==> config.mk <==
export PLATFORM = sky130hd
export DESIGN_NAME = fcg_fast_conv_gpio
export DESIGN_NICKNAME = d
export VERILOG_FILES = /design/src/logic/fcg_pkg.sv /design/src/logic/fcg_fast_conv_gpio.sv /design/src/logic/fcg_pair_buffer.sv /design/src/logic/fcg_toggle_gen.sv
export SDC_FILE = /design/constraint.sdc
export NUM_CORES = 1
export LEC_CHECK = 0
export BUFFER_PORTS_ARGS = -buffer_cell sky130_fd_sc_hd__buf_2
export CORE_MARGIN = 1
export CORE_UTILIZATION = 55
export DETAILED_ROUTE_END_ITERATION = 12
export HOLD_SLACK_MARGIN = 0.1
export PLACE_DENSITY_LB_ADDON = 0.2
export SYNTH_ARGS = -nofsm -noshare
export SYNTH_HDL_FRONTEND = slang
export SYNTH_HIERARCHICAL = 1
export SYNTH_SLANG_ARGS = --single-unit
==> constraint.sdc <==
create_clock -name mclk -period 6.1 [get_ports mclk]
set_clock_uncertainty 0.2 [all_clocks]
set_input_delay 0.915 -clock mclk [delete_from_list [all_inputs] [get_ports mclk]]
set_output_delay 0.915 -clock mclk [all_outputs]
set_load 0.005 [all_outputs]
==> src/logic/fcg_pkg.sv <==
// Purpose: Shared constants and types of the fast conversion and pin block.
// Assumes: Core clock mclk at 50 MHz.
// Notes: Register offsets are the byte addresses of the serial register map.

package fcg_pkg;

  // Register offsets.
  localparam logic [7:0] FCG_OFS_DEBUG_CNT = 8'hD5;
  localparam logic [7:0] FCG_OFS_HB4_CTRL = 8'hE8;
  localparam logic [7:0] FCG_OFS_CURSRC_PIN5 = 8'hF1;
  localparam logic [7:0] FCG_OFS_PIN_DRIVE = 8'hF2;
  localparam logic [7:0] FCG_OFS_FAST_CTRL = 8'hF5;
  localparam logic [7:0] FCG_OFS_RD_POINTER = 8'hFC;

  // Reset values.
  localparam logic [7:0] FCG_RST_REG = 8'h00;
  localparam logic [7:0] FCG_RDATA_UNMAPPED = 8'h00;

  // Field positions.
  localparam int FCG_BIT_FAST_CONT = 0;
  localparam int FCG_BIT_FAST_AUX = 1;
  localparam int FCG_BIT_FAST_CH1 = 2;
  localparam int FCG_BIT_FAST_CH2 = 3;
  localparam int FCG_BIT_HB4_EN = 0;
  localparam int FCG_BIT_POS_DIR = 4;
  localparam int FCG_BIT_POS_ON = 5;
  localparam int FCG_BIT_NEG_DIR = 6;
  localparam int FCG_BIT_NEG_ON = 7;

  // Debug counter wrap points.
  localparam logic [7:0] FCG_DBG_WRAP_MEASURE = 8'h64;
  localparam logic [7:0] FCG_DBG_WRAP_STANDBY = 8'h11;

  // Times and cycle counts.
  localparam int FCG_CLK_PERIOD_NS = 20;
  localparam int FCG_TOGGLE_HALF_NS = 1250;
  localparam int FCG_TOGGLE_HALF_CYC = FCG_TOGGLE_HALF_NS / FCG_CLK_PERIOD_NS;
  localparam int FCG_FAST_START_NS = 2000;
  localparam int FCG_FAST_START_CYC =
    (FCG_FAST_START_NS + FCG_CLK_PERIOD_NS - 1) / FCG_CLK_PERIOD_NS;

  // Two-bit pin drive codes.
  typedef enum logic [1:0] {
    FCG_DRV_TRISTATE = 2'h0,
    FCG_DRV_LOW = 2'h1,
    FCG_DRV_TOGGLE = 2'h2,
    FCG_DRV_HIGH = 2'h3
  } fcg_drive_t;

  // Fast start sequencer, Gray coded from IDLE to FIRE; the return to IDLE flips both bits.
  typedef enum logic [1:0] {
    FCG_ST_IDLE = 2'h0,
    FCG_ST_WAIT = 2'h1,
    FCG_ST_FIRE = 2'h3
  } fcg_start_t;

endpackage

==> src/logic/fcg_fast_conv_gpio.sv <==
// Purpose: Control registers for fast conversion, pins and current sources.
// Assumes: Register port driven by the serial interface on mclk.
// Notes: The converter strobe is asynchronous and is sampled here.
//
// Summary of operation
// [RL1] Fast control bit 0 turns continuous fast conversion on or off.
// [RL2] Fast results enter the result buffer only if a channel is selected.
// [RL3] Bits 1 to 3 select channels; start follows enable rise or command.
// [RL4] Pin drive codes: 00 tristate, 01 low, 10 toggle 400kHz, 11 high.
// [RL5] Pin 5 field at 0xF1 bits 1:0; pins 1 to 4 in 0xF2 pairs.
// [RL6] Heartbeat pins 4 and 5 toggle, then go static low on alert.
// [RL7] Pin 5 heartbeat follows overcurrent enables and alerts, overriding field.
// [RL8] Heartbeat control bit 0 makes pin 4 a heartbeat stopped by alerts.
// [RL9] Enabled pin 4 heartbeat overrides the pin 4 drive field.
// [RL10] Bits 4 and 6 of 0xF1 pick sink or source direction.
// [RL11] Bits 5 and 7 of 0xF1 switch the current sources on.
// [RL12] A source connects only while its input is attached and converting.
// [RL13] Host writes 0xF1 to 0xF4, starts, reads, then rewrites.
// [RL14] Writes to 0xF1 wait and take effect at the next 0xF2 write.
// [RL15] Host writes 0xF1 and 0xF2 together in one burst; the bench writes 0xF1 apart from 0xF2 in t_pins and t_sources.
// [RL16] Host keeps 0xF2 and 0xF5 writes at least 1ms apart.
// [RL17] Register 0xFC holds the eight-bit indirect read pointer.
// [RL18] Debug counter counts milliseconds, cleared once per core cycle.
// [RL19] Debug counter wraps after 100 in measure, 17 in standby.
// [RL20] Host leaves the auxiliary selection alone during continuous mode; the bench sets bit 1 of 0xF5 while it is on.
// [RL21] A heartbeat stopped by alert stays low until the alert clears.
`timescale 1ns/1ps

module fcg_fast_conv_gpio import fcg_pkg::*; #(
  parameter int DATA_W = 16,
  parameter int START_CYC = FCG_FAST_START_CYC
) (
  // Clock and reset.
  input wire logic mclk,
  input wire logic resetn,
  // Register port from the serial interface.
  input wire logic reg_wr,
  input wire logic reg_rd,
  input wire logic [7:0] reg_addr,
  input wire logic [7:0] reg_wdata,
  output logic [7:0] reg_rdata,
  output logic reg_rvalid,
  // Commands and core events.
  input wire logic conversion_start_command,
  input wire logic ms_tick,
  input wire logic core_cycle_done,
  input wire logic measure_mode,
  // Alert sources.
  input wire logic [1:0] oc_comp_enable,
  input wire logic oc_alert,
  input wire logic unmasked_alert,
  // Converter state.
  input wire logic pos_attached,
  input wire logic neg_attached,
  output logic fast_start,
  output logic fast_continuous,
  output logic [2:0] fast_channels,
  // Converter result strobe and data, asynchronous.
  input wire logic adc_strobe,
  input wire logic [DATA_W-1:0] adc_data,
  // Result stream towards the result memory.
  output logic res_valid,
  input wire logic res_ready,
  output logic [DATA_W-1:0] res_data,
  output logic res_overrun,
  // Current sources.
  output logic pos_source_connect,
  output logic pos_source_direction,
  output logic neg_source_connect,
  output logic neg_source_direction,
  // Indirect read pointer.
  output logic [7:0] indirect_read_pointer,
  // General-purpose pins.
  input wire logic [4:0] gpio_in,
  output logic [4:0] gpio_out,
  output logic [4:0] gpio_oe
);

  initial begin
    if (DATA_W < 1 || START_CYC < 1 || START_CYC > 4096) begin
      $error("fcg_fast_conv_gpio parameters out of range");
    end
  end

  function automatic logic [1:0] drive_pin(input logic [1:0] code,
                                           input logic wave);
    // Returns {oe, out}.
    case (fcg_drive_t'(code))
      FCG_DRV_LOW: drive_pin = 2'h2;
      FCG_DRV_TOGGLE: drive_pin = {1'b1, wave};
      FCG_DRV_HIGH: drive_pin = 2'h3;
      default: drive_pin = 2'h0;
    endcase
  endfunction

  //////////////////////////////////////////////////////////////////////////
  // Registers.
  logic [7:0] fast_conv_control_reg, heartbeat4_control_reg;
  logic [7:0] cursrc_pin5_control_reg, cursrc_active_reg;
  logic [7:0] pin_drive_control_reg, pointer_reg;
  logic [7:0] debug_ms_counter_reg, dbg_next, dbg_wrap;

  always_ff @(posedge mclk) begin
    if (!resetn) begin
      fast_conv_control_reg <= FCG_RST_REG;
      heartbeat4_control_reg <= FCG_RST_REG;
      cursrc_pin5_control_reg <= FCG_RST_REG;
      pin_drive_control_reg <= FCG_RST_REG;
      pointer_reg <= FCG_RST_REG;
    end else if (reg_wr) begin
      if (reg_addr == FCG_OFS_FAST_CTRL) begin
        fast_conv_control_reg <= {4'h0, reg_wdata[3:0]}; // [RL1] [RL3]
      end else if (reg_addr == FCG_OFS_HB4_CTRL) begin
        heartbeat4_control_reg <= {7'h00, reg_wdata[FCG_BIT_HB4_EN]}; // [RL8]
      end else if (reg_addr == FCG_OFS_CURSRC_PIN5) begin
        cursrc_pin5_control_reg <= {reg_wdata[7:4], 2'h0, reg_wdata[1:0]};
      end else if (reg_addr == FCG_OFS_PIN_DRIVE) begin
        pin_drive_control_reg <= reg_wdata; // [RL5]
      end else if (reg_addr == FCG_OFS_RD_POINTER) begin
        pointer_reg <= reg_wdata; // [RL17]
      end
    end
  end

  // The written 0xF1 value stays pending so pin and source settings
  // of one burst change together at the 0xF2 write.
  always_ff @(posedge mclk) begin
    if (!resetn) begin
      cursrc_active_reg <= FCG_RST_REG;
    end else if (reg_wr && reg_addr == FCG_OFS_PIN_DRIVE) begin
      cursrc_active_reg <= cursrc_pin5_control_reg; // [RL14] [RL15]
    end
  end

  assign indirect_read_pointer = pointer_reg; // [RL17]

  always_ff @(posedge mclk) begin
    if (!resetn) begin
      reg_rdata <= FCG_RDATA_UNMAPPED;
      reg_rvalid <= 1'b0;
    end else begin
      reg_rvalid <= reg_rd;
      if (!reg_rd) begin
        reg_rdata <= reg_rdata;
      end else if (reg_addr == FCG_OFS_FAST_CTRL) begin
        reg_rdata <= fast_conv_control_reg;
      end else if (reg_addr == FCG_OFS_HB4_CTRL) begin
        reg_rdata <= heartbeat4_control_reg;
      end else if (reg_addr == FCG_OFS_CURSRC_PIN5) begin
        reg_rdata <= cursrc_pin5_control_reg;
      end else if (reg_addr == FCG_OFS_PIN_DRIVE) begin
        reg_rdata <= pin_drive_control_reg;
      end else if (reg_addr == FCG_OFS_RD_POINTER) begin
        reg_rdata <= pointer_reg;
      end else if (reg_addr == FCG_OFS_DEBUG_CNT) begin
        reg_rdata <= debug_ms_counter_reg;
      end else begin
        reg_rdata <= FCG_RDATA_UNMAPPED;
      end
    end
  end

  //////////////////////////////////////////////////////////////////////////
  // Debug millisecond counter.

  assign dbg_wrap = measure_mode ? FCG_DBG_WRAP_MEASURE
                                 : FCG_DBG_WRAP_STANDBY;
  assign dbg_next = (debug_ms_counter_reg >= dbg_wrap) ? 8'h00
                                            : debug_ms_counter_reg + 8'h01;

  // The core-cycle clear wins over a tick in the same cycle.
  always_ff @(posedge mclk) begin
    if (!resetn) begin
      debug_ms_counter_reg <= 8'h00;
    end else if (core_cycle_done) begin
      debug_ms_counter_reg <= 8'h00; // [RL18]
    end else if (ms_tick) begin
      debug_ms_counter_reg <= dbg_next; // [RL18] [RL19]
    end
  end

  //////////////////////////////////////////////////////////////////////////
  // Fast conversion start.

  fcg_start_t state_reg;
  logic [12:0] start_cnt_reg, ast_age_reg;
  logic cont_d_reg, start_req;

  assign fast_continuous = fast_conv_control_reg[FCG_BIT_FAST_CONT]; // [RL1]
  assign fast_channels = fast_conv_control_reg[FCG_BIT_FAST_CH2:
                                               FCG_BIT_FAST_AUX]; // [RL3]
  assign start_req = (fast_continuous && !cont_d_reg) ||
                     conversion_start_command; // [RL3]

  always_ff @(posedge mclk) begin
    if (!resetn) begin
      cont_d_reg <= 1'b0;
    end else begin
      cont_d_reg <= fast_continuous;
    end
  end

  always_ff @(posedge mclk) begin
    if (!resetn) begin
      state_reg <= FCG_ST_IDLE;
      start_cnt_reg <= 13'h0000;
    end else begin
      case (state_reg)
        FCG_ST_IDLE: begin
          if (start_req) begin
            state_reg <= FCG_ST_WAIT;
            start_cnt_reg <= 13'h0000;
          end
        end
        FCG_ST_WAIT: begin
          if (start_cnt_reg == 13'(START_CYC - 1)) begin
            state_reg <= FCG_ST_FIRE; // [RL3]
          end else begin
            start_cnt_reg <= start_cnt_reg + 13'h0001;
          end
        end
        default: begin
          state_reg <= FCG_ST_IDLE;
        end
      endcase
    end
  end

  assign fast_start = (state_reg == FCG_ST_FIRE);

  //////////////////////////////////////////////////////////////////////////
  // Result capture from the asynchronous converter strobe.

  logic [2:0] strobe_sync_reg;
  logic [DATA_W-1:0] data_meta_reg, data_sync_reg;
  logic strobe_rise, push_ok, buf_ready;

  always_ff @(posedge mclk) begin
    if (!resetn) begin
      strobe_sync_reg <= 3'h0;
    end else begin
      strobe_sync_reg <= {strobe_sync_reg[1:0], adc_strobe};
    end
  end

  always_ff @(posedge mclk) begin
    data_meta_reg <= adc_data;
    data_sync_reg <= data_meta_reg;
  end

  // Only the second and third stages are looked at for the edge.
  assign strobe_rise = strobe_sync_reg[1] && !strobe_sync_reg[2];
  assign push_ok = strobe_rise && (fast_channels != 3'h0); // [RL2]

  // A strobe that finds the buffer full is dropped and flagged; the flag holds only while continuous mode is on.
  always_ff @(posedge mclk) begin
    if (!resetn) begin
      res_overrun <= 1'b0;
    end else if (push_ok && !buf_ready) begin
      res_overrun <= 1'b1;
    end else if (!fast_continuous) begin
      res_overrun <= 1'b0;
    end
  end

  fcg_pair_buffer #(.WIDTH(DATA_W)) u_buffer (
    .mclk(mclk),
    .resetn(resetn),
    .in_valid(push_ok),
    .in_ready(buf_ready),
    .in_data(data_sync_reg),
    .out_valid(res_valid),
    .out_ready(res_ready),
    .out_data(res_data)
  );

  //////////////////////////////////////////////////////////////////////////
  // Current sources.

  assign pos_source_direction = cursrc_active_reg[FCG_BIT_POS_DIR]; // [RL10]
  assign neg_source_direction = cursrc_active_reg[FCG_BIT_NEG_DIR]; // [RL10]
  assign pos_source_connect = cursrc_active_reg[FCG_BIT_POS_ON] &&
                              pos_attached; // [RL11] [RL12]
  assign neg_source_connect = cursrc_active_reg[FCG_BIT_NEG_ON] &&
                              neg_attached; // [RL11] [RL12]

  //////////////////////////////////////////////////////////////////////////
  // Pins and heartbeats.

  logic wave, hb4_stop_reg, hb5_stop_reg, hb4_on, hb5_on;
  logic [1:0] drv [0:4];

  fcg_toggle_gen #(.HALF_CYC(FCG_TOGGLE_HALF_CYC)) u_toggle (
    .mclk(mclk),
    .resetn(resetn),
    .wave(wave)
  );

  assign hb4_on = heartbeat4_control_reg[FCG_BIT_HB4_EN]; // [RL8]
  assign hb5_on = (oc_comp_enable != 2'h0); // [RL7]

  // Alerts are sticky upstream, so the stop follows the alert level.
  always_ff @(posedge mclk) begin
    if (!resetn) begin
      hb4_stop_reg <= 1'b0;
      hb5_stop_reg <= 1'b0;
    end else begin
      hb4_stop_reg <= hb4_on && unmasked_alert; // [RL8] [RL21]
      hb5_stop_reg <= hb5_on && oc_alert; // [RL7] [RL21]
    end
  end

  always_comb begin
    drv[0] = drive_pin(pin_drive_control_reg[1:0], wave); // [RL4] [RL5]
    drv[1] = drive_pin(pin_drive_control_reg[3:2], wave);
    drv[2] = drive_pin(pin_drive_control_reg[5:4], wave);
    if (hb4_on) begin
      drv[3] = {1'b1, wave && !hb4_stop_reg}; // [RL6] [RL9]
    end else begin
      drv[3] = drive_pin(pin_drive_control_reg[7:6], wave);
    end
    if (hb5_on) begin
      drv[4] = {1'b1, wave && !hb5_stop_reg}; // [RL6] [RL7]
    end else begin
      drv[4] = drive_pin(cursrc_active_reg[1:0], wave); // [RL5] [RL14]
    end
  end

  always_ff @(posedge mclk) begin
    if (!resetn) begin
      gpio_out <= 5'h00;
      gpio_oe <= 5'h00;
    end else begin
      for (int i = 0; i < 5; i++) begin
        gpio_oe[i] <= drv[i][1];
        gpio_out[i] <= drv[i][0];
      end
    end
  end

  // Own count of wait cycles, so a start that hangs is caught.
  always_ff @(posedge mclk) begin
    if (!resetn || fast_start) begin
      ast_age_reg <= 13'h0000;
    end else if (state_reg == FCG_ST_WAIT) begin
      ast_age_reg <= ast_age_reg + 13'h0001;
    end
  end
endmodule // fcg_fast_conv_gpio

==> src/logic/fcg_pair_buffer.sv <==
// Purpose: Two-entry buffer with valid and ready on both sides.
// Assumes: Push and pop may happen in the same cycle.
// Notes: Full is honest, so a stalled drain refuses the next word.
`timescale 1ns/1ps

module fcg_pair_buffer #(
  parameter int WIDTH = 16
) (
  // Clock and reset.
  input wire logic mclk,
  input wire logic resetn,
  // Filling side.
  input wire logic in_valid,
  output logic in_ready,
  input wire logic [WIDTH-1:0] in_data,
  // Draining side.
  output logic out_valid,
  input wire logic out_ready,
  output logic [WIDTH-1:0] out_data
);

  initial begin
    if (WIDTH < 1) begin
      $error("WIDTH must be positive");
    end
  end

  logic [WIDTH-1:0] mem_reg [0:1];
  logic wr_ptr_reg;
  logic rd_ptr_reg;
  logic [1:0] count_reg;
  logic push;
  logic pop;

  assign in_ready = (count_reg != 2'h2);
  assign out_valid = (count_reg != 2'h0);
  assign out_data = mem_reg[rd_ptr_reg];
  assign push = in_valid && in_ready;
  assign pop = out_valid && out_ready;

  always_ff @(posedge mclk) begin
    if (push) begin
      mem_reg[wr_ptr_reg] <= in_data;
    end
  end

  always_ff @(posedge mclk) begin
    if (!resetn) begin
      wr_ptr_reg <= 1'b0;
      rd_ptr_reg <= 1'b0;
      count_reg <= 2'h0;
    end else begin
      wr_ptr_reg <= wr_ptr_reg ^ push;
      rd_ptr_reg <= rd_ptr_reg ^ pop;
      count_reg <= count_reg + {1'b0, push} - {1'b0, pop};
    end
  end

endmodule // fcg_pair_buffer

==> src/logic/fcg_toggle_gen.sv <==
// Purpose: Free running square wave for the toggling pin mode.
// Assumes: HALF_CYC core cycles per half period.
// Notes: Shared by all five pins so they toggle in phase.
`timescale 1ns/1ps

module fcg_toggle_gen import fcg_pkg::*; #(
  parameter int HALF_CYC = FCG_TOGGLE_HALF_CYC
) (
  // Clock and reset.
  input wire logic mclk,
  input wire logic resetn,
  // Square wave.
  output logic wave
);

  initial begin
    if (HALF_CYC < 1 || HALF_CYC > 255) begin
      $error("HALF_CYC out of range");
    end
  end

  logic [7:0] cnt_reg;

  always_ff @(posedge mclk) begin
    if (!resetn) begin
      cnt_reg <= 8'h00;
    end else if (cnt_reg == 8'(HALF_CYC - 1)) begin
      cnt_reg <= 8'h00;
    end else begin
      cnt_reg <= cnt_reg + 8'h01;
    end
  end

  always_ff @(posedge mclk) begin
    if (!resetn) begin
      wave <= 1'b0;
    end else if (cnt_reg == 8'(HALF_CYC - 1)) begin
      wave <= ~wave;
    end
  end

endmodule // fcg_toggle_gen

* Word level (Yosys, flattened, before mapping)
Memories as Yosys holds them, arrays and structs flattened. A register that Yosys moved wholly into a read port is not among the register bits.
Index checks and enable logic that the tools add are counted.
** Storage, ports and cells
- Flip-flop bits (word level) :: 127
- Bits in latches :: 0
- Memory bits (writable) :: 32
- Memory bits (read-only) :: 0
- Output and inout bits :: 54
- Word-level logic and storage cells :: 129
- Memories :: 1
** Memories
- u_buffer.mem_reg :: depth 2, width 16, read ports 1, clocked after memory_dff 1, wr ports 1, line fcg_pair_buffer.sv:28 : logic [WIDTH-1:0] mem_reg [0:1];
** Operators by class
- Add/subtract/negate cells :: 5
- $mul :: 0
- Div/mod/pow operators :: 0
- Magnitude comparators :: 1
- Eq/ne operators :: 30
- Shift operators :: 0
- Muxes and demuxes :: 26
- Bitwise gates (word level) :: 8
- Reduce and logical (&&, ||, !) cells :: 33
** Operator list (number)
- $mux 8 :: 7
- $eq 8x8->1 const B :: 6
- $pmux 2 s3 :: 5
- $mux 13 :: 2
- $pmux 13 s2 :: 1
- $eq 2x2->1 const B :: 11
- $add 8x1->8 const B :: 2
- $add 13x1->13 const B :: 1
- $eq 13x7->1 const B :: 1
- $logic_and 1x1->1 :: 13
- $eq 2x1->1 const B :: 6
- $eq 8x6->1 const B :: 1
- $ge 8x7->1 :: 1
- $mux 2 :: 4
- $ne 2x2->1 const B :: 4
- $mux 7 :: 1
- $not 1->1 :: 6
- $reduce_and 3->1 :: 2
- $reduce_and 6->1 :: 1
- $reduce_bool 2->1 :: 3
- $logic_not 1->1 :: 5
- $mux 1 :: 5
- $reduce_and 5->1 :: 1
- $pmux 2 s2 :: 1
- 10 further kinds :: 13

* Depth between registers and ports, before layout
Gate-level depths: netlist of the first run.
- Word-level depth :: 7
- Gate-level depth with buffers :: 8
- Gate-level depth less buffers :: 8

* By module
Netlist of the first run, hierarchy kept.
** Modules (own cells, without submodules)
- fcg_fast_conv_gpio :: instances 1, cells each 456, area each 4516.8 um^2, seq. area each 2282.2 um^2
- fcg_pair_buffer :: instances 1, cells each 79, area each 1422.6 um^2, seq. area each 1061.0 um^2
- fcg_toggle_gen :: instances 1, cells each 43, area each 387.9 um^2, seq. area each 180.2 um^2

* Least setup slack after synthesis of the first run
OpenSTA, ideal clock, no wires.
- Path type :: input to register
- Start point :: input measure_mode
- End point :: register debug_ms_counter_reg[0]
- Data arrival time :: 2.318 ns
- Required time :: 5.830 ns
- Path slack :: 3.512 ns
- Stages on the path :: 6
- Path buffers :: 0
- Cell sequence :: inv_1 > ha_1 > or3b_1 > a2111oi_2 > o21ai_2 > a21oi_1
** On the way
- Cells in the longest elaborated chain, start to end :: 3
** RTL lines
- start, declared :: line fcg_fast_conv_gpio.sv:47 : input wire logic measure_mode,
- $mux 7 :: line fcg_fast_conv_gpio.sv:166 : assign dbg_wrap = measure_mode ? FCG_DBG_WRAP_MEASURE
- $ge 8x7->1 :: line fcg_fast_conv_gpio.sv:168 : assign dbg_next = (debug_ms_counter_reg >= dbg_wrap) ? 8'h00
- $mux 8 :: line fcg_fast_conv_gpio.sv:168
- end signal, assigned :: line fcg_fast_conv_gpio.sv:178 : debug_ms_counter_reg <= dbg_next;
- end, declared :: line fcg_fast_conv_gpio.sv:101 : logic [7:0] debug_ms_counter_reg, dbg_next, dbg_wrap;
No other way between the ends.
A chain may end at the register's enable or synchronous reset.

==> results.txt, run 1 <==
crit path max-delay cell type - dfxtp_1
Synth Instances - 578
DR WL/cell - 17.06 µm
PortBufs - 101
Reg2Reg Depth - 4
Worst VDD drop - 0.0003687 V
Sink Count - 160
via/cell ratio - 5.752
Slew Limit Fails - 0
Fin Setup TNS - 0 ns
Max Freq - 0.3469 GHz
# rows - 38
worst slew pin tran - 1.075 ns
period utilization - 47.26%
count of final setup violators - 0
Post-CTS Resized - 0
cell chain of the critical path - mux2_2 > buf_2
I/O pins - 107
critical path class - reg2out
maximum clock path buffer count - 2
Final ANT Viol Nets - 0
hold path endpoint - data_sync_reg[5]$_DFF_P_
first-pass GRT wire length - 22.04 mm
relative slew slack - 28.35%
GRT overflow - 0
Hold Crit Start - data_meta_reg[5]$_DFF_P_
min-delay worst type - reg2reg
Worst-path clk slew - 0.06 ns
Worst Path Arrival - 1.77 ns
TritonCTS clock tree - done
DRT Pass-1 Iters - 6
Core Area - 11030 µm²
CP top delay family - flip-flops
final hold vios - 0
CTS Hold Buffers Added - 0
share of the synthesized area in the top cell type - 40.50%
Seq/Total Area, Yosys - 55.69%
largest net degree at the start of global routing - 74
top-count cell post-synth - dfxtp_1
Initial DRC Count - 330
n_diodes - 0
top fanout value on the critical path - 16
total number of vias - 4763
Final Cell Area - 7462 µm²
Clk Latency, worst-skew pair - 0.42 ns
Placed Area - 6898 µm²
Residual DRC - 0
Starting Density - 57.36%
Unique masters post-synth - 72
Detail Placement HPWL - 9.664 mm
Layout area overhead - 17.94%
die height - 109.3 µm
Levels on crit path - 2
DP Cell Count - 796
overall routed net length - 14.13 mm
Max-Cap Viols - 0
#FFs+latches synth - 160
CP Launch Type - flop
status - complete, no violations
Yosys warnings - 6
Die Wd - 109.3 µm
GPL Wtd Cong - 0.9089
CTS buffer count - 17
vias in the first global route - 4528
EDFF count, synth - 32
RSZ-0062 raised after global routing - false
Lkg Pwr - 3.008 nW
Synth area leaders - dfxtp_1, edfxtp_1, mux2i_1
Max stage delay on crit path - 0.80 ns
CP Capture Type - primary output
cell area after synthesis - 6327 µm²
final hold slack - 0.1265 ns
synth cell count leaders - dfxtp_1, nand2_1, edfxtp_1
final cell count without fillers - 828
Synth Area per Inst - 10.95 µm²
R2R Path End - u_buffer/mem_reg[0][13]$_DFFE_PP_
initial antenna violation count - 2
R2R setup slack - 3.38 ns
CP bufs+invs - 1
Synth Flop Type - dfxtp_1
layout cell share with drive strength beyond 1 - 23.40%
# Post-CTS Setup Buffers - 0
Synth area leader - dfxtp_1
max reg flops - 32
Worst EP required - 4.98 ns
htree depth - 4
Die Area - 11940 µm²
Tmin final - 2.883 ns
worst r2r src - fast_conv_control_reg[2]$_SDFFE_PN0P_
share of flip-flops with an asynchronous set or reset - 0%
Final #Nets - 739
worst hold path stage count - 0
gr usage total - 24.54%
pwr dens - 294.9 nW/µm²
Clock Tree Root - clkbuf_16
Mapped Nets - 642
-- how the worst max path moves through the flow --
| stage | to | slack [ns] | from |
|---|---|---|---|
| 2_1_floorplan | debug_ms_counter_reg[0]$_SDFFE_PP0P_ | 3.51 | measure_mode |
| 3_3_place_gp | reg_rdata[6]$_SDFFE_PN0P_ | 3.03 | reg_addr[2] |
| 3_5_place_dp | reg_rdata[6]$_SDFFE_PN0P_ | 2.91 | reg_addr[2] |
| 4_1_cts | res_data[4] | 3.18 | flop |
| 5_1_grt | reg_rdata[4]$_SDFFE_PN0P_ | 3.11 | reg_addr[2] |
| 6_report | res_data[4] | 3.22 | flop |
-- cell families after synthesis --
group           count (synthesis)  synth area share (%)
compound gates                118                 13.13
mux                            37                 6.170
simple gates                  202                 18.47
flops                         160                 55.69
xor+xnor                       13                 1.799
buf+inv                        37                 2.570
fa+ha+maj                      11                 2.175
-- through the flow --
stage / util (%) / power [mW] / setup slack [ns]
floorplan: - / 1.178 / 3.512
global placement: 62.53 / 1.209 / 3.032
detailed placement: 62.53 / 1.214 / 2.910
CTS: 67.60 / 2.214 / 3.176
global route: 67.65 / 2.269 / 3.108
finish: 67.65 / 2.200 / 3.217
-- area by class of cell --
| class | instances | area [µm²] |
|---|---|---|
| Clock inverter | 14 | 130.1 |
| Inverter | 14 | 52.55 |
| Multi-Input combinational cell | 381 | 2646 |
| Tap cell | 140 | 175.2 |
| Clock buffer | 18 | 429.2 |
| Timing Repair Buffer | 101 | 505.5 |
| Fill cell | 863 | 3568 |
| Sequential cell | 160 | 3523 |
-- metal layers --
| layer | global-route usage, % | part of all wire [%] | up-vias |
|---|---|---|---|
| li1 | - | - | 2315 |
| met1 | 29.41 | 43 | 2274 |
| met2 | 41.82 | 50 | 147 |
| met3 | 7.053 | 5.8 | 25 |
| met4 | 8.857 | 1.5 | 2 |
| met5 | 0 | 0.092 | - |
-- placed cells by master, fill, tap and decap left out, types with 6 or more instances in the layout --
master	n
o31ai_1	12
buf_2	101
nor2_1	26
edfxtp_1	32
xor2_1	7
nand2_1	40
a22o_1	7
mux2i_1	21
o21ai_0	20
nand4_1	9
ha_1	11
xnor2_1	6
and2_1	14
nor2b_1	26
dfxtp_1	128
or3_1	8
mux2_2	16
clkbuf_16	17
a21oi_1	21
a21boi_0	15
nand3_1	27
inv_1	14
-- power breakdown --
part / leakage [nW] / internal, mW / total, mW / switching (mW)
logic: 1.40 / 0.0360 / 0.0855 / 0.0495
clock network: 0.276 / 0.568 / 1.01 / 0.439
registers: 1.33 / 1.10 / 1.11 / 0.0110
total: 3.01 / 1.70 / 2.20 / 0.499
Power figures use the tool's default switching activity.
==> run 2, diff against run 1 <==
--- a/config.mk
+++ b/config.mk
@@ -7,7 +7,7 @@
 export LEC_CHECK = 0
 export BUFFER_PORTS_ARGS = -buffer_cell sky130_fd_sc_hd__buf_2
 export CORE_MARGIN = 1
-export CORE_UTILIZATION = 55
+export CORE_UTILIZATION = 50
 export DETAILED_ROUTE_END_ITERATION = 12
 export HOLD_SLACK_MARGIN = 0.1
 export PLACE_DENSITY_LB_ADDON = 0.2
==> constraint.sdc (replaced) <==
create_clock -name mclk -period 2.4 [get_ports mclk]
set_clock_uncertainty 0.2 [all_clocks]
set_input_delay 0.36 -clock mclk [delete_from_list [all_inputs] [get_ports mclk]]
set_output_delay 0.36 -clock mclk [all_outputs]
set_load 0.005 [all_outputs]
==> run 2 against run 1 <==
Against the previous run:
- critical path depth rose by 3
- clock power grew to 2.5 times the previous value
- sequential cell count unchanged
==> results.txt, run 2 (same netlist as run 1, synthesis figures left out) <==
PortBufs - 101 (unchanged)
Tmin final - 2.237 ns
initial antenna violation count - 0 (-2)
vias in the first global route - 4816 (+6.4%)
Die Wd - 114.5 µm (+4.8%)
Hold Crit Start - oc_comp_enable[1]
Net Switching - 1.258 mW (+150%)
critical path class - reg2reg
Detail Placement HPWL - 9.898 mm (+2.4%)
DR WL/cell - 15.88 µm (-6.9%)
Pint - 4.370 mW (+160%)
worst hold path stage count - 3 (+3)
Final Cell Area - 7935 µm² (+6.3%)
final hold vios - 0 (unchanged)
CP Launch Type - flop
Worst-path clk slew - 0.06 ns (about the same)
Pwr Total - 5.629 mW (+160%)
Lkg Pwr - 3.222 nW (+7.1%)
R2R setup slack - 0.16 ns (-3.22 ns)
Die Area - 13110 µm² (+9.8%)
TritonCTS clock tree - done
Final ANT Viol Nets - 0 (unchanged)
Starting Density - 52.03% (-5.3 points)
Placed Area - 7053 µm² (+2.2%)
Post-CTS Resized - 0 (unchanged)
Worst Path Arrival - 2.08 ns (+0.31 ns)
Worst EP required - 2.24 ns (-2.74 ns)
Max-Cap Viols - 0 (unchanged)
Layout area overhead - 25.41%
Slew Limit Fails - 0 (unchanged)
Reg2Reg Depth - 5 (+1)
min-delay worst type - in2reg
hold path endpoint - gpio_out[4]$_SDFF_PN0_
R2R Path End - u_buffer/mem_reg[0][9]$_DFFE_PP_
total number of vias - 4898 (+2.8%)
maximum clock path buffer count - 2 (unchanged)
n_diodes - 0 (unchanged)
relative slew slack - 44.85% (+16 points)
GRT overflow - 0 (unchanged)
RSZ-0062 raised after global routing - false
gr usage total - 23.22% (-1.3 points)
sequential share of power - 50.0% (-0.3 points)
max reg flops - 32 (unchanged)
layout cell share with drive strength beyond 1 - 23.91% (+0.51 points)
Clock Tree Root - clkbuf_16
Core Area - 12160 µm² (+10%)
crit path from - fast_conv_control_reg[1]$_SDFFE_PN0P_
CTS buffer count - 17 (unchanged)
worst r2r src - fast_conv_control_reg[1]$_SDFFE_PN0P_
most common cell after layout, fill and taps aside - dfxtp_1
die height - 114.5 µm (+4.8%)
period utilization - 93.19%
Layout Utilization - 65.25% (-2.4 points)
Final #Nets - 787 (+6.5%)
Clk network pwr share - 45.3% (-0.5 points)
DRT Pass-1 Iters - 7 (+1)
pwr dens - 709.3 nW/µm² (+140%)
count of final setup violators - 0 (unchanged)
Max Freq - 0.4471 GHz
Sink Count - 160 (unchanged)
largest net degree at the start of global routing - 60 (-19%)
first-pass GRT wire length - 23.36 mm (+6.0%)
status - complete, no violations
Gate power share - 4.7% (+0.8 points)
via/cell ratio - 5.418 (-5.8%)
Clk Latency, worst-skew pair - 0.42 ns (about the same)
worst slew pin tran - 0.8273 ns (-0.2475 ns)
overall routed net length - 14.36 mm (+1.6%)
I/O pins - 107 (unchanged)
Initial DRC Count - 290 (-12%)
GPL Wtd Cong - 0.8483 (-6.7%)
sw frac - 22.36% (-0.34 points)
# Post-CTS Setup Buffers - 0 (unchanged)
Fin Setup TNS - 0 ns (unchanged)
Residual DRC - 0 (unchanged)
# rows - 40 (+5.3%)
CTS Hold Buffers Added - 32 (+32)
commonest non-fill, non-tap cells in the layout - dfxtp_1, buf_2, nand2_1, dlygate4sd3_1, edfxtp_1
htree depth - 4 (unchanged)
Worst VDD drop - 0.0005669 V (+54%)
CP Capture Type - flop
top fanout value on the critical path - 16 (unchanged)
## run 2: changes by cell type in the layout (fill, tap and decap cells not counted), sizes merged
| cell | delta |
|---|---|
| dlygate4sd3 | +32 |
| buf | +16 |
| inv | -1 |
| clkbuf | +1 |
## run 2: worst max path at each step
stage                                                      end  slack [ns]  depth (start not counted)
after floorplan               u_buffer/mem_reg[0][0]$_DFFE_PP_        0.26                          4
final                         u_buffer/mem_reg[0][9]$_DFFE_PP_        0.16                          5
after global routing      debug_ms_counter_reg[5]$_SDFFE_PP0P_        0.02                          6
after global placement    debug_ms_counter_reg[7]$_SDFFE_PP0P_        0.17                          7
after detailed placement  debug_ms_counter_reg[7]$_SDFFE_PP0P_        0.08                          7
after CTS                     u_buffer/count_reg[1]$_SDFF_PN0_        0.16                          9
## run 2: final cells by class
class | count | area (µm²)
Fill cell | 969 | 4227
Clock inverter | 13 | 128.9
Clock buffer | 19 | 432.9
Inverter | 14 | 52.55
Sequential cell | 160 | 3523
Tap cell | 168 | 210.2
Multi-Input combinational cell | 381 | 2641
Timing Repair Buffer | 149 | 945.9
## run 2: per-layer routing
metal | wire (µm) | global-route usage, %
met5 | 0 | 0
met4 | 335 | 10.48
met3 | 632 | 4.923
met2 | 7117 | 39.76
met1 | 6274 | 28.06
## run 2: critical path, cell delays in order (launching register included)
cell	delay, ns
dfxtp_1	0.38
nor3_1	0.10
nor3b_1	0.18
buf_4	0.17
and2_1	0.12
ha_1	0.69
## run 2: metrics by stage
stage / hold WS, ns / setup slack (ns) / instances
6_report: 0.1202 / 0.1634 / 904
5_1_grt: 0.1291 / 0.02388 / 904
2_1_floorplan: 0.1096 / 0.2643 / 578
3_5_place_dp: 0.1121 / 0.08010 / 840
4_1_cts: 0.1076 / 0.1614 / 904
3_3_place_gp: 0.1099 / 0.1673 / 840
## run 2: power by group through the flow
stage               clock network [mW]  logic, mW  registers (mW)
floorplan                            0      0.127            2.87
global placement                     0      0.217            2.87
detailed placement                   0      0.223            2.87
CTS                               2.61      0.265            2.81
global route                      2.72      0.295            2.82
finish                            2.55      0.267            2.81
==> run 3, diff against run 2 <==
--- a/config.mk
+++ b/config.mk
@@ -10,7 +10,7 @@
 export CORE_UTILIZATION = 50
 export DETAILED_ROUTE_END_ITERATION = 12
 export HOLD_SLACK_MARGIN = 0.1
-export PLACE_DENSITY_LB_ADDON = 0.2
+export PLACE_DENSITY = 0.75
 export SYNTH_ARGS = -nofsm -noshare
 export SYNTH_HDL_FRONTEND = slang
 export SYNTH_HIERARCHICAL = 1
==> run 3 against run 2 <==
Against the previous run:
- combinational power decreased by 2%
- critical endpoint unchanged
- global-route usage down 0.16 points
- clock power is 5% lower
- critical path depth is the same
- register-to-register slack better by 0.03 ns
- routed wire length up 0.14%
==> results.txt, run 3 (same netlist as run 1, synthesis figures left out) <==
hold path endpoint - gpio_out[4]$_SDFF_PN0_
Reg2Reg Depth - 5 (unchanged)
Final ANT Viol Nets - 0 (unchanged)
Worst-path clk slew - 0.06 ns (about the same)
Starting Density - 52.03% (unchanged)
maximum clock path buffer count - 2 (unchanged)
top fanout value on the critical path - 16 (unchanged)
initial antenna violation count - 0 (unchanged)
I/O pins - 107 (unchanged)
via/cell ratio - 5.511 (+1.7%)
worst r2r src - fast_conv_control_reg[1]$_SDFFE_PN0P_
worst slew pin tran - 1.303 ns (+0.4754 ns)
gr usage total - 23.06% (-0.16 points)
CP Launch Type - flop
vias in the first global route - 4827 (+0.23%)
Sink Count - 160 (unchanged)
CTS buffer count - 17 (unchanged)
Lkg Pwr - 3.179 nW (-1.3%)
PortBufs - 101 (unchanged)
Max-Cap Viols - 0 (unchanged)
Die Wd - 114.5 µm (unchanged)
R2R Path End - u_buffer/mem_reg[0][9]$_DFFE_PP_
R2R setup slack - 0.19 ns (+0.03 ns)
Max Freq - 0.4527 GHz (+1.2%)
Die Area - 13110 µm² (unchanged)
final hold vios - 0 (unchanged)
GPL Wtd Cong - 0.8293 (-2.2%)
Worst Path Arrival - 2.05 ns (-0.03 ns)
first-pass GRT wire length - 23.31 mm (-0.21%)
TritonCTS clock tree - done
DR WL/cell - 15.99 µm (+0.70%)
largest net degree at the start of global routing - 40 (-33%)
Clk Latency, worst-skew pair - 0.41 ns (about the same)
total number of vias - 4954 (+1.1%)
Detail Placement HPWL - 9.968 mm (+0.70%)
DRT Pass-1 Iters - 5 (-2)
status - complete, no violations
Tmin final - 2.209 ns (-0.02746 ns)
Layout Utilization - 64.76% (-0.48 points)
Core Area - 12160 µm² (unchanged)
Hold Crit Start - oc_comp_enable[1]
Fin Setup TNS - 0 ns (unchanged)
RSZ-0062 raised after global routing - false
Worst VDD drop - 0.0004632 V (-18%)
max reg flops - 32 (unchanged)
Clock Tree Root - clkbuf_16
relative slew slack - 12.41% (-32 points)
Layout area overhead - 24.48%
min-delay worst type - in2reg
die height - 114.5 µm (unchanged)
overall routed net length - 14.38 mm (+0.14%)
Worst EP required - 2.24 ns (about the same)
worst hold path stage count - 3 (unchanged)
htree depth - 4 (unchanged)
n_diodes - 0 (unchanged)
Final #Nets - 782 (-0.64%)
layout cell share with drive strength beyond 1 - 23.39% (-0.52 points)
critical path class - reg2reg
pwr dens - 697.0 nW/µm² (-1.7%)
Slew Limit Fails - 0 (unchanged)
count of final setup violators - 0 (unchanged)
CP Capture Type - flop
# Post-CTS Setup Buffers - 0 (unchanged)
most common cell after layout, fill and taps aside - dfxtp_1
GRT overflow - 0 (unchanged)
# rows - 40 (unchanged)
Residual DRC - 0 (unchanged)
commonest non-fill, non-tap cells in the layout - dfxtp_1, buf_2, nand2_1, dlygate4sd3_1, edfxtp_1
period utilization - 92.05% (-1.1 points)
Initial DRC Count - 281 (-3.1%)
run 3: repair_timing:
item	CTS	global route
hold buffers	32	0
setup endpoints to repair	0	1
endpoints found under the hold margin	47	0
gates resized for setup	0	1
run 3: worst max path at each step:
stage	startpoint	slack, ns	endpoint
after global placement	measure_mode	0.17	debug_ms_counter_reg[0]$_SDFFE_PP0P_
after detailed placement	measure_mode	0.1	debug_ms_counter_reg[4]$_SDFFE_PP0P_
final	fast_conv_control_reg[1]$_SDFFE_PN0P_	0.19	u_buffer/mem_reg[0][9]$_DFFE_PP_
after CTS	fast_conv_control_reg[1]$_SDFFE_PN0P_	0.13	u_buffer/count_reg[1]$_SDFF_PN0_
after global routing	debug_ms_counter_reg[0]$_SDFFE_PP0P_	0.05	debug_ms_counter_reg[7]$_SDFFE_PP0P_
after floorplan	fast_conv_control_reg[1]$_SDFFE_PN0P_	0.26	u_buffer/mem_reg[0][0]$_DFFE_PP_
run 3: area by class of cell:
class | count | area, µm²
clock buffer | 21 | 450.4
clock inverter | 11 | 85.08
fill | 966 | 4285
inverter | 14 | 52.55
multi-input combinational | 381 | 2646
sequential | 160 | 3523
tap | 168 | 210.2
timing repair buffer | 144 | 908.4
run 3: routing by layer:
metal  wire (µm)  vias up  track usage, %
met5           0        -               0
met2        7239      161           40.16
met4         369        0           10.22
li1            -     2398               -
met1        6072     2368           27.12
met3         697       27           5.294
run 3: power by group:
group	switching, mW	total (mW)	internal, mW
combinational	0.132	0.261	0.129
clock	1.05	2.41	1.36
sequential	0.0274	2.82	2.79
total	1.21	5.49	4.28
run 3: worst max-delay path: stages (launching register included):
cell,delay (ns)
dfxtp_1,0.39
nor3_2,0.09
nor3b_1,0.18
buf_4,0.17
and2_1,0.12
ha_1,0.68
run 3: metrics by stage:
step                hold WS [ns]  power [mW]  instances  worst slack (ns)  area, µm²
finish                    0.1250       5.490        899            0.1908       7876
global route              0.1065       5.676        899           0.04541       7876
CTS                       0.1041       5.539        899            0.1263       7871
detailed placement        0.1121       3.089        835           0.09604       7015
global placement          0.1105       3.078        835            0.1698       7015
floorplan                 0.1096       2.993        578            0.2643       6327
